==> src/hdl/mtcm_cfg.svh <==
// Offsets, field positions, reset values and timing counts of the MAC control block
`ifndef MTCM_CFG_SVH
`define MTCM_CFG_SVH

// ----------------------------------------------------------------------------
// Indirect register offsets
// ----------------------------------------------------------------------------
`define MTCM_OFF_CTRL 16'h0000
`define MTCM_OFF_MGMT_ADDR 16'h0014
`define MTCM_OFF_MGMT_DATA 16'h0018

// ----------------------------------------------------------------------------
// Field positions and reset values
// ----------------------------------------------------------------------------
`define MTCM_CTRL_DEFER_BIT 5
`define MTCM_CTRL_TX_BIT 3
`define MTCM_CTRL_RX_BIT 2
`define MTCM_MA_PHY_LSB 11
`define MTCM_MA_REG_LSB 6
`define MTCM_MA_WRITE_BIT 1
`define MTCM_MA_BUSY_BIT 0
`define MTCM_MA_RESET 32'h00005ac0
`define MTCM_MD_RESET 16'h0000
`define MTCM_CTRL_RESET 32'h00000000

// ----------------------------------------------------------------------------
// Timing
// ----------------------------------------------------------------------------
`define MTCM_CLK_NS 5
`define MTCM_BIT_NS_100 10
`define MTCM_BIT_NS_10 100
`define MTCM_BIT_CYC_100 ((`MTCM_BIT_NS_100 + `MTCM_CLK_NS - 1) / `MTCM_CLK_NS)
`define MTCM_BIT_CYC_10 ((`MTCM_BIT_NS_10 + `MTCM_CLK_NS - 1) / `MTCM_CLK_NS)
`define MTCM_DEFER_LIMIT_BITS 24288
`define MTCM_MDC_MIN_NS 400
`define MTCM_MDC_HALF_CYC ((`MTCM_MDC_MIN_NS / 2 + `MTCM_CLK_NS - 1) / `MTCM_CLK_NS)

// ----------------------------------------------------------------------------
// Management frame layout
// ----------------------------------------------------------------------------
`define MTCM_FRAME_BITS 64
`define MTCM_PREAMBLE 32'hffffffff
`define MTCM_START 2'h1
`define MTCM_OP_READ 2'h2
`define MTCM_OP_WRITE 2'h1
`define MTCM_TA_WRITE 2'h2
`define MTCM_TA_READ 2'h0
`define MTCM_TA_POS 6'h2e
`define MTCM_DATA_POS 6'h30
`define MTCM_LAST_POS 6'h3f

`endif

==> src/hdl/mtcm_pkg.sv <==
// Types shared by the MAC control block and its management engine
`include "mtcm_cfg.svh"
package mtcm_pkg;

  typedef enum logic [0:0] {
    MTCM_ST_IDLE = 1'b0,
    MTCM_ST_RUN = 1'b1
  } mtcm_eng_state_e;

  typedef struct packed {
    mtcm_eng_state_e state;
    logic [63:0] shift;
    logic [5:0] pos;
    logic [7:0] phase;
    logic is_read;
    logic mdc;
    logic oe;
    logic [15:0] rdata;
    logic done;
  } mtcm_eng_s;

  typedef struct packed {
    logic defer_chk;
    logic tx_en;
    logic rx_en;
    logic [4:0] phy;
    logic [4:0] regidx;
    logic wr_sel;
    logic busy;
    logic start;
    logic [15:0] data;
    logic [31:0] rdata;
    logic rvalid;
    logic [4:0] pre;
    logic [14:0] defer;
    logic abort;
  } mtcm_top_s;

endpackage

==> src/hdl/mtcm_mdio_if.sv <==
// Request and answer signals between the control block and the management engine
`timescale 1ns/1ps
`default_nettype none
interface mtcm_mdio_if;
  logic start;
  logic wr;
  logic [4:0] phy;
  logic [4:0] regidx;
  logic [15:0] wdata;
  logic [15:0] rdata;
  logic done;

  modport ctrl (output start, output wr, output phy, output regidx, output wdata, input rdata, input done);
  modport eng (input start, input wr, input phy, input regidx, input wdata, output rdata, output done);
endinterface
`default_nettype wire

==> src/hdl/mtcm_mdio_engine.sv <==
// Management frame serialiser: builds MDC and shifts one 64-bit frame per request
`timescale 1ns/1ps
`default_nettype none
`include "mtcm_cfg.svh"
module mtcm_mdio_engine (
  input wire logic clk,
  input wire logic rst_n,
  input wire logic clk_en,
  mtcm_mdio_if.eng req,
  output logic mdc,
  input wire logic mdio_i,
  output logic mdio_o,
  output logic mdio_oe
);

  mtcm_pkg::mtcm_eng_s q_reg;
  mtcm_pkg::mtcm_eng_s q_next;

  // --------------------------------------------------------------------------
  // Next state
  // --------------------------------------------------------------------------
  always_comb begin
    q_next = q_reg;
    q_next.done = 1'b0;
    case (q_reg.state)
      mtcm_pkg::MTCM_ST_IDLE: begin
        q_next.mdc = 1'b0;
        q_next.oe = 1'b0;
        if (req.start) begin
          // Preamble, start, opcode, addresses, turnaround, data
          q_next.shift = {`MTCM_PREAMBLE, `MTCM_START,
                          req.wr ? `MTCM_OP_WRITE : `MTCM_OP_READ,
                          req.phy, req.regidx,
                          req.wr ? `MTCM_TA_WRITE : `MTCM_TA_READ,
                          req.wr ? req.wdata : 16'h0000};
          q_next.is_read = ~req.wr;
          q_next.pos = 6'h00;
          q_next.phase = 8'h00;
          q_next.oe = 1'b1;
          q_next.state = mtcm_pkg::MTCM_ST_RUN;
        end
      end
      mtcm_pkg::MTCM_ST_RUN: begin
        if (q_reg.phase == 8'(`MTCM_MDC_HALF_CYC - 1)) begin
          q_next.phase = 8'h00;
          q_next.mdc = ~q_reg.mdc;
          if (!q_reg.mdc) begin
            // PHY drives read data ahead of the rising edge
            if (q_reg.is_read && q_reg.pos >= `MTCM_DATA_POS) begin
              q_next.rdata = {q_reg.rdata[14:0], mdio_i};
            end
          end else if (q_reg.pos == `MTCM_LAST_POS) begin
            q_next.state = mtcm_pkg::MTCM_ST_IDLE;
            q_next.oe = 1'b0;
            q_next.done = 1'b1;
          end else begin
            q_next.pos = q_reg.pos + 6'h01;
            q_next.shift = {q_reg.shift[62:0], 1'b0};
            // Release the line for turnaround on reads
            q_next.oe = ~(q_reg.is_read && (q_reg.pos + 6'h01) >= `MTCM_TA_POS);
          end
        end else begin
          q_next.phase = q_reg.phase + 8'h01;
        end
      end
      default: begin
        q_next.state = mtcm_pkg::MTCM_ST_IDLE;
      end
    endcase
  end

  // --------------------------------------------------------------------------
  // State register
  // --------------------------------------------------------------------------
  always_ff @(posedge clk or negedge rst_n) begin
    if (!rst_n) begin
      q_reg <= '0;
    end else if (clk_en) begin
      q_reg <= q_next;
    end
  end

  assign mdc = q_reg.mdc;
  assign mdio_o = q_reg.shift[63];
  assign mdio_oe = q_reg.oe;
  assign req.rdata = q_reg.rdata;
  assign req.done = q_reg.done;

endmodule
`default_nettype wire

==> src/hdl/mtcm_top.sv <==
// MAC transmit deferral check, transmit/receive enables and management access registers
`timescale 1ns/1ps
`default_nettype none
`include "mtcm_cfg.svh"

// Notes on behaviour
// - With deferral checking on, a pending packet is abandoned once deferral exceeds the bit-time limit.
// - Deferral counting starts when a packet is ready but carrier sense holds it off.
// - A collision after transmission has begun resets the deferral counter.
// - With deferral checking off, deferral never ends in an abort.
// - Packets are transmitted only while the transmit enable bit is 1.
// - Incoming packets are accepted only while the receive enable bit is 1, otherwise dropped.
// - A five-bit field of the management address register selects the target PHY.
// - A five-bit field of the management address register selects the register inside the PHY.
// - The direction bit chooses a PHY register write when 1 and a read when 0.
// - The busy flag is 1 for the whole management instruction and clears when it completes.
// - The data register holds the word to write and receives the word read back.
module mtcm_top #(
  parameter int unsigned DEFER_LIMIT_BITS = `MTCM_DEFER_LIMIT_BITS
) (
  input wire logic clk,
  input wire logic rst_n,
  input wire logic clk_en,
  input wire logic [15:0] reg_addr,
  input wire logic reg_wr_en,
  input wire logic reg_rd_en,
  input wire logic [31:0] reg_wdata,
  output logic [31:0] reg_rdata,
  output logic reg_rd_valid,
  input wire logic speed_100,
  input wire logic tx_pkt_ready,
  input wire logic tx_active,
  input wire logic crs,
  input wire logic col,
  output logic tx_enable,
  output logic tx_start_ok,
  output logic tx_defer_abort,
  input wire logic rx_pkt_valid,
  output logic rx_enable,
  output logic rx_pkt_accept,
  output logic rx_pkt_discard,
  output logic mgmt_busy,
  output logic mdc,
  input wire logic mdio_i,
  output logic mdio_o,
  output logic mdio_oe
);

  // --------------------------------------------------------------------------
  // Elaboration checks
  // --------------------------------------------------------------------------
  // Counter is 15 bits wide and must reach the limit plus one
  if (DEFER_LIMIT_BITS < 1 || DEFER_LIMIT_BITS > 32766) begin : g_bad_limit
    $error("DEFER_LIMIT_BITS out of range");
  end
  // Prescaler is 5 bits wide; the slow bit time must still fit
  if (`MTCM_BIT_CYC_10 < 1 || `MTCM_BIT_CYC_10 > 31) begin : g_bad_bit10
    $error("10 Mb/s bit time does not fit the prescaler");
  end
  if (`MTCM_BIT_CYC_100 < 1 || `MTCM_BIT_CYC_100 > 31) begin : g_bad_bit100
    $error("100 Mb/s bit time does not fit the prescaler");
  end
  // Engine phase counter is 8 bits wide
  if (`MTCM_MDC_HALF_CYC < 1 || `MTCM_MDC_HALF_CYC > 256) begin : g_bad_mdc
    $error("MDC half period does not fit the phase counter");
  end
  // The shifter holds exactly one frame
  if (`MTCM_FRAME_BITS != 64) begin : g_bad_frame
    $error("Management frame must be 64 bits");
  end
  // Field slices must stay inside the word
  if (`MTCM_MA_PHY_LSB > 27 || `MTCM_MA_REG_LSB > 27) begin : g_bad_fields
    $error("Management address field out of range");
  end
  // Distinct offsets keep the decode one-hot
  if (`MTCM_OFF_CTRL == `MTCM_OFF_MGMT_ADDR || `MTCM_OFF_CTRL == `MTCM_OFF_MGMT_DATA ||
      `MTCM_OFF_MGMT_ADDR == `MTCM_OFF_MGMT_DATA) begin : g_bad_offsets
    $error("Register offsets overlap");
  end

  // --------------------------------------------------------------------------
  // Reset release
  // --------------------------------------------------------------------------
  logic rst_meta_reg;
  logic rst_sync_reg;

  always_ff @(posedge clk or negedge rst_n) begin
    if (!rst_n) begin
      rst_meta_reg <= 1'b0;
      rst_sync_reg <= 1'b0;
    end else begin
      rst_meta_reg <= 1'b1;
      rst_sync_reg <= rst_meta_reg;
    end
  end

  // --------------------------------------------------------------------------
  // Declarations
  // --------------------------------------------------------------------------
  mtcm_pkg::mtcm_top_s q_reg;
  mtcm_pkg::mtcm_top_s q_next;
  mtcm_mdio_if mif ();

  logic wr_ctrl;
  logic wr_addr;
  logic wr_data;
  logic [4:0] bit_cyc;
  logic bit_tick;
  logic deferring;
  logic defer_clear;
  logic defer_at_limit;
  logic defer_full;
  logic rd_ctrl;
  logic rd_maddr;
  logic rd_mdata;
  logic addr_wr_ok;
  logic data_wr_ok;

  // --------------------------------------------------------------------------
  // Register decode
  // --------------------------------------------------------------------------
  always_comb begin
    wr_ctrl = 1'b0;
    wr_addr = 1'b0;
    wr_data = 1'b0;
    if (reg_wr_en && reg_addr == `MTCM_OFF_CTRL) begin
      wr_ctrl = 1'b1;
    end else if (reg_wr_en && reg_addr == `MTCM_OFF_MGMT_ADDR) begin
      wr_addr = 1'b1;
    end else if (reg_wr_en && reg_addr == `MTCM_OFF_MGMT_DATA) begin
      wr_data = 1'b1;
    end
  end

  // Read decode mirrors the write decode
  always_comb begin
    rd_ctrl = 1'b0;
    rd_maddr = 1'b0;
    rd_mdata = 1'b0;
    if (reg_rd_en && reg_addr == `MTCM_OFF_CTRL) begin
      rd_ctrl = 1'b1;
    end else if (reg_rd_en && reg_addr == `MTCM_OFF_MGMT_ADDR) begin
      rd_maddr = 1'b1;
    end else if (reg_rd_en && reg_addr == `MTCM_OFF_MGMT_DATA) begin
      rd_mdata = 1'b1;
    end
  end

  // Fields belong to the engine while busy, so such writes are dropped
  assign addr_wr_ok = wr_addr && !q_reg.busy;
  assign data_wr_ok = wr_data && !q_reg.busy;

  // --------------------------------------------------------------------------
  // Deferral timing
  // --------------------------------------------------------------------------
  // One tick per bit time at the current line rate
  assign bit_cyc = speed_100 ? 5'(`MTCM_BIT_CYC_100) : 5'(`MTCM_BIT_CYC_10);
  assign bit_tick = q_reg.pre == bit_cyc - 5'h01;

  // Carrier holds a ready packet off; once started, keep counting until it goes
  assign deferring = tx_pkt_ready && !tx_active && (crs || q_reg.defer != 15'h0000);
  assign defer_clear = !tx_pkt_ready || (tx_active && col);

  // Limit compare kept out of the next-state logic
  assign defer_at_limit = q_reg.defer >= 15'(DEFER_LIMIT_BITS);
  assign defer_full = q_reg.defer == 15'h7fff;

  // --------------------------------------------------------------------------
  // Next state
  // --------------------------------------------------------------------------
  always_comb begin
    q_next = q_reg;
    q_next.start = 1'b0;
    q_next.rvalid = 1'b0;
    q_next.abort = 1'b0;

    // Control register
    if (wr_ctrl) begin
      q_next.defer_chk = reg_wdata[`MTCM_CTRL_DEFER_BIT];
      q_next.tx_en = reg_wdata[`MTCM_CTRL_TX_BIT];
      q_next.rx_en = reg_wdata[`MTCM_CTRL_RX_BIT];
    end

    // Management address register; ignored while an instruction runs
    if (addr_wr_ok) begin
      q_next.phy = reg_wdata[`MTCM_MA_PHY_LSB +: 5];
      q_next.regidx = reg_wdata[`MTCM_MA_REG_LSB +: 5];
      q_next.wr_sel = reg_wdata[`MTCM_MA_WRITE_BIT];
      q_next.busy = 1'b1;
      q_next.start = 1'b1;
    end

    // Data register; held stable while the engine is shifting it out
    if (data_wr_ok) begin
      q_next.data = reg_wdata[15:0];
    end

    // Completion: busy drops in the same cycle the read word lands
    if (mif.done) begin
      q_next.busy = 1'b0;
      if (!q_reg.wr_sel) begin
        q_next.data = mif.rdata;
      end
    end

    // Read port; unmapped offsets answer zero
    if (reg_rd_en) begin
      q_next.rvalid = 1'b1;
      if (rd_ctrl) begin
        q_next.rdata = `MTCM_CTRL_RESET;
        q_next.rdata[`MTCM_CTRL_DEFER_BIT] = q_reg.defer_chk;
        q_next.rdata[`MTCM_CTRL_TX_BIT] = q_reg.tx_en;
        q_next.rdata[`MTCM_CTRL_RX_BIT] = q_reg.rx_en;
      end else if (rd_maddr) begin
        q_next.rdata = 32'h00000000;
        q_next.rdata[`MTCM_MA_PHY_LSB +: 5] = q_reg.phy;
        q_next.rdata[`MTCM_MA_REG_LSB +: 5] = q_reg.regidx;
        q_next.rdata[`MTCM_MA_WRITE_BIT] = q_reg.wr_sel;
        q_next.rdata[`MTCM_MA_BUSY_BIT] = q_reg.busy;
      end else if (rd_mdata) begin
        q_next.rdata = {16'h0000, q_reg.data};
      end else begin
        q_next.rdata = 32'h00000000;
      end
    end

    // Deferral counter in bit times
    if (defer_clear) begin
      q_next.pre = 5'h00;
      q_next.defer = 15'h0000;
    end else if (deferring) begin
      if (bit_tick) begin
        q_next.pre = 5'h00;
        // Abort on the bit that would pass the limit
        if (q_reg.defer_chk && defer_at_limit) begin
          q_next.defer = 15'h0000;
          q_next.abort = 1'b1;
        end else if (!defer_full) begin
          // Without the check the count saturates, never aborts
          q_next.defer = q_reg.defer + 15'h0001;
        end
      end else begin
        q_next.pre = q_reg.pre + 5'h01;
      end
    end else begin
      q_next.pre = 5'h00;
    end
  end

  // --------------------------------------------------------------------------
  // State register
  // --------------------------------------------------------------------------
  always_ff @(posedge clk or negedge rst_sync_reg) begin
    if (!rst_sync_reg) begin
      q_reg <= '0;
      q_reg.phy <= 5'(`MTCM_MA_RESET >> `MTCM_MA_PHY_LSB);
      q_reg.regidx <= 5'(`MTCM_MA_RESET >> `MTCM_MA_REG_LSB);
      q_reg.data <= `MTCM_MD_RESET;
    end else if (clk_en) begin
      q_reg <= q_next;
    end
  end

  // --------------------------------------------------------------------------
  // Management engine
  // --------------------------------------------------------------------------
  assign mif.start = q_reg.start;
  assign mif.wr = q_reg.wr_sel;
  assign mif.phy = q_reg.phy;
  assign mif.regidx = q_reg.regidx;
  assign mif.wdata = q_reg.data;

  mtcm_mdio_engine u_engine (
    .clk(clk),
    .rst_n(rst_sync_reg),
    .clk_en(clk_en),
    .req(mif.eng),
    .mdc(mdc),
    .mdio_i(mdio_i),
    .mdio_o(mdio_o),
    .mdio_oe(mdio_oe)
  );

  // --------------------------------------------------------------------------
  // Outputs
  // --------------------------------------------------------------------------
  assign reg_rdata = q_reg.rdata;
  assign reg_rd_valid = q_reg.rvalid;
  assign mgmt_busy = q_reg.busy;
  assign tx_enable = q_reg.tx_en;
  // Deferral aborts take priority over a start in the same cycle
  assign tx_start_ok = q_reg.tx_en && tx_pkt_ready && !crs && !q_reg.abort;
  assign tx_defer_abort = q_reg.abort;
  assign rx_enable = q_reg.rx_en;
  assign rx_pkt_accept = rx_pkt_valid && q_reg.rx_en;
  assign rx_pkt_discard = rx_pkt_valid && !q_reg.rx_en;

endmodule
`default_nettype wire

==> config.mk <==
export PLATFORM = sky130hd
export DESIGN_NAME = mtcm_top
export DESIGN_NICKNAME = d
export VERILOG_FILES = /design/src/hdl/mtcm_pkg.sv /design/src/hdl/mtcm_mdio_if.sv /design/src/hdl/mtcm_mdio_engine.sv /design/src/hdl/mtcm_top.sv
export VERILOG_INCLUDE_DIRS = /design/src /design/src/hdl
export SDC_FILE = /design/constraint.sdc
export NUM_CORES = 1
export LEC_CHECK = 0
export ABC_CLOCK_PERIOD_IN_PS = 6500
export BUFFER_PORTS_ARGS = -buffer_cell sky130_fd_sc_hd__buf_2
export CAP_MARGIN = 20
export CORE_ASPECT_RATIO = 0.5
export CORE_UTILIZATION = 59
export DETAILED_ROUTE_END_ITERATION = 10
export PLACE_DENSITY = 0.78
export SLEW_MARGIN = 30
export SYNTH_ARGS = -nofsm -noshare
export SYNTH_HDL_FRONTEND = slang
export SYNTH_HIERARCHICAL = 1
export SYNTH_SLANG_ARGS = --single-unit
==> constraint.sdc <==
create_clock -name clk -period 6.5 [get_ports clk]
set_input_delay 1.3 -clock clk [delete_from_list [all_inputs] [get_ports clk]]
set_output_delay 1.3 -clock clk [all_outputs]
set_load 0.02 [all_outputs]
# Word-level counts from Yosys, hierarchy flattened
# Cells that the tools add are included.
# classes
addsub,5
magnitude_cmp,3
n_eq_ne,11
n_mux,51
bitwise,4
n_reduce_logical,43
# ops
operator,count
16-bit two-way mux,11
79-bit one-hot mux with 2 select lines,1
71-bit two-way mux,2
80-bit two-way mux,1
70-bit two-way mux,1
16-bit by 5-bit == test with 1-bit output (second input constant),2
15-bit two-way mux,2
1-bit two-way mux,23
20-bit two-way mux,1
1-bit logical AND,19
19-bit two-way mux,1
16-bit zero test,1
15-bit by 1-bit adder with 15-bit output (second input constant),1
15-bit == test (second input constant),1
15-bit >= comparator (second input constant),1
5-bit two-way mux,3
15-bit nonzero test,1
6-bit >= comparator (second input constant),2
2-bit AND reduction,6
5-bit AND reduction,2
8-bit by 1-bit adder with 8-bit output (second input constant),1
8-bit by 6-bit == test with 1-bit output (second input constant),1
8-bit two-way mux,1
2-bit inequality test (second input constant),4
14 further kinds,28
# word_totals
reg_bits,171
inputBits,60
out_inout_bits,43
elab_cells,142

# Depth between registers and ports, before layout
# logic_depth
ltp_word,9
depth_mapped,8

# By module
# Netlist, hierarchy kept.
# by_module_without_submodules
mod,n_inst,cells_per_inst,area_per_inst_um2,seq_area_each_um2
mtcm_mdio_engine,1,464,4583.1,2477.4
mtcm_top,1,367,3913.8,1809.2

# Worst setup path before layout
# No wires, ideal clock.
# synth_path
kind,input port to output port
start,input port tx_pkt_ready
end,output port tx_start_ok
t_arrival_ps,1804
slack_ps,3396
path_stages,2
n_path_buf,0
cell_sequence,nand2_1 > nor3_1
# synth_via
elab_chain_len,3
# synth_rtl
element,line_no,rtl
start: declaration,mtcm_top.sv:31,"input wire logic tx_pkt_ready,"
1-bit logical AND (3 in a row),mtcm_top.sv:292,assign tx_start_ok = q_reg.tx_en && tx_pkt_ready && !crs && !q_reg.abort;
end: declaration,mtcm_top.sv:36,"output logic tx_start_ok,"
# Every way passes these cells.

# Worst setup path after layout
# layout_path
start,input port clk_en
end,register u_engine/q_reg[63] (netlist name)
# layout_via
elab_chain_len,1
# layout_rtl
element,line_no,rtl
start: declaration,mtcm_top.sv:23,"input wire logic clk_en,"
5-bit AND reduction (no line),--,
end signal: assignment,mtcm_mdio_engine.sv:79,q_reg <= q_next;
end: declaration,mtcm_mdio_engine.sv:16,mtcm_pkg::mtcm_eng_s q_reg;
# Every way passes these cells.
# A chain may end at the register's enable or synchronous reset.

==> metrics.md <==
| Metric | Value |
|---|---|
| Status | finished clean |
| CP cell instances | buf_2, o21ai_1, a221o_2, buf_4, a221oi_1, nor2_1 |
| WL per Instance | 17.9 um |
| Combinational Power Share | 3.6% |
| Fin. Hold Viols | 0 |
| Worst r2r dst | u_engine/q_reg[33] |
| Clk_lat worst skew | 430 ps |
| Pin count of the biggest net entering global routing | 78 |
| TNS Setup | 0 ps |
| Final setup violating endpoints | 0 |
| Hold_ws | 341 ps |
| Cell Area, Placed | 8640 um2 |
| Final slew viol count | 0 |
| Die H | 86.9 um |
| Static Leak | 0.00419 uW |
| Remaining DRCs | 0 |
| First-pass DRT Iterations | 7 |
| Synthesis-to-layout area growth | 9.16% |
| Number of buffers added for setup after CTS | 0 |
| Top delay family on crit path | compound AO/OA/AOI/OAI gates |
| Sequential fraction of the synthesis area | 50.4% |
| Max FO, Critical Path | 77 |
| Vias in the first global route | 5979 |
| Switching share of power | 22.5% |
| Drt total wl | 18.8 mm |
| Ant diodes | 0 |
| CTS tree | built |
| Worst r2r path cells | 5 |
| Global placer's final weighted congestion | 0.879 |
| Cell count along the critical path | 6 |
| Maxcap violations | 0 |
| DR vias | 6462 |
| Crit path required time | 6800 ps |
| FFs w/ async S/R, synth | 100% |
| Fin crit share | 56.0% |
| Fmax | 0.275 GHz |
| Buffers on Ports | 70 |
| Die area | 14900 um2 |
| Layout cells sized above 1 | 22.7% |
| Post-synth cell types | 64 |
| Clock skew | 15.0 ps |
| Antenna-violating nets left | 0 |
| Synthesized instance count | 831 |
| Count leader, synth | dfrtp_1 |
| R2R Setup Slk | 3510 ps |
| CTS Buf Count | 17 |
| Max Root-Sink Buffers | 2 |
| Buf+Inv Stages, Crit Path | 2 |
| Power Internal | 1730 uW |
| RSZ-0062 raised after global routing | false |
| Critical path arrival | 3940 ps |
| Slowest-stage cell, CP | a221o_2 |
| PD cells | 241 nW/um2 |
| Vias/cell | 6.14 |
| First-pass GRT wire length | 30.6 mm |
| CTS Root Buffer Type | clkbuf_16 |
| # H-tree levels | 4 |
| Worst setup path endpoint | u_engine/q_reg[63] |
| Setup Crit Path Kind | in -> reg |
| Worst Hold Class | reg -> async |
| Setup slack after placement | 2480 ps |
| Worst vdd ir | 189 uV |
| TritonCTS Sinks | 171 |
| Row count | 30 |
| Share of the synthesized area in the top cell type | 48.6% |
| Final instance area | 9280 um2 |
| Number of fill cells in the layout | 1071 |
| Worst-path clk slew | 70 ps |
| Pwr Total | 2230 uW |
| Largest area contributor in the netlist | dfrtp_1 |
| Sequential power share | 48.5% |
| DP Wirelength | 11.8 mm |
| EDFF count, synth | 0 |
| Tightest Pin Transition | 846 ps |
| Core area | 13800 um2 |
| I/O pins | 103 |
| Max FFs per register | 79 |
| Syn Area/Cell | 10.2 um2 |
| Post-CTS Resized | 0 |
| Initial Util | 61.5% |
| Max stage delay on crit path | 710 ps |
| Slew HR | 43.6% |
| Synth top area cells | dfrtp_1 (49%), buf_4 (4.6%), o21ai_0 (4.1%) |
| CTS Hold Bufs | 0 |
| CP startpoint | clk_en |
| Die width | 172 um |
| GRT Residual Overflow | 0 |
| Dominant synthesized flop cell | dfrtp_1 |
| Total GRT Usage | 26.5% |
| Synth Register Bits | 171 |
| Power share of the clock group | 47.8% |
| CP endpoint kind | flip-flop |
| Commonest cells in the netlist | dfrtp_1 (165), nand2_1 (90), o21ai_0 (70) |
| Synthesized area | 8500 um2 |
| Worst setup SP type | primary input |
| Initial antenna violation count | 0 |
| Setup ws final | 2860 ps |
| 1st-iter DRT viols | 565 |
| NumNets Final | 913 |
| Reg-to-reg startpoint | u_engine/q_reg[98] |
| Yosys warnings | 6 |
| Switch Pwr | 503 uW |
| Post-layout minimum cycle time | 3640 ps |
-- kinds of logic (layout without fill, tap and decap cells) --
group                      Yosys count  count (layout)  share of synthesized area [%]
DFF                                171             171                           50.4
AOI/OAI and AO/OA                  221             221                           19.0
and+or+nand+nor                    274             274                           16.4
muxes                               35              35                           4.56
other                                2              17                         0.0884
adders and majority gates            6               6                          0.883
xor gates and xnor gates             6               6                          0.619
buffers and inverters              116             130                           8.01
-- how the worst min path moves through the flow --
stage,startpoint,endpoint,depth (start not counted)
final,rst_sync_reg,u_engine/q_reg[70],0
after global routing,rst_meta_reg,rst_sync_reg,0
after CTS,rst_meta_reg,rst_sync_reg,0
after detailed placement,rst_meta_reg,rst_sync_reg,0
after global placement,rst_meta_reg,rst_sync_reg,0
after floorplan,rst_meta_reg,rst_sync_reg,0
-- routing by layer --
layer  vias to the layer above  global-route usage, %  wire [um]
li1                       2991                      -          -
met1                      3225                   36.4       8380
met2                       233                   43.2       9170
met3                        13                   5.68       1120
met4                         0                   7.14        110
met5                         -                      0          0
-- cell usage in the layout (no fill, tap or decap), drive strengths merged, types with 3 or more instances in the layout --
master / Yosys / routed
or3: 18 / 18
nand3: 16 / 16
o221a: 17 / 17
o21ai: 72 / 72
xor2: 3 / 3
bufinv: 0 / 3
nor3: 11 / 11
ha: 6 / 6
a32o: 5 / 5
a221oi: 28 / 28
a21oi: 46 / 46
nand3b: 3 / 3
o221ai: 11 / 11
xnor2: 3 / 3
nand2b: 12 / 12
inv: 17 / 21
clkinvlp: 0 / 3
mux2: 30 / 30
and3: 11 / 11
nor2b: 5 / 5
a22oi: 15 / 15
o31ai: 3 / 3
dfrtp: 165 / 165
dfstp: 6 / 6
conb: 2 / 17
and4: 3 / 3
nand4: 11 / 11
nor4: 12 / 12
buf: 72 / 81
a22o: 3 / 3
o2111ai: 3 / 3
nand2: 90 / 90
clkbuf: 27 / 21
o2bb2ai: 6 / 6
nor2: 70 / 70
mux2i: 5 / 5
and2: 5 / 5
-- layout make-up --
class	count	area (um2)	share of cell area, %
multi-input combinational	559	3610	38.9
tap	192	240	2.59
timing repair buffer	81	449	4.84
sequential	171	4290	46.3
clock inverter	11	159	1.71
inverter	17	63.8	0.688
clock buffer	21	460	4.96
-- through the flow --
step	utilization (%)	std cells
floorplan	-	846
global placement	62.4	1017
detailed placement	62.6	1019
CTS	67.1	1051
global route	67.1	1052
finish	67.1	1052
-- power by group through the flow --
stage | clock network, uW | registers, uW | logic [uW]
after floorplan | 0 | 1110 | 45.4
after global placement | 0 | 1110 | 73.2
after detailed placement | 0 | 1100 | 80.7
after CTS | 1090 | 1080 | 81.5
after global routing | 1130 | 1090 | 89.9
final | 1070 | 1080 | 80.9
Note: power is estimated with default switching activity, not from simulation.
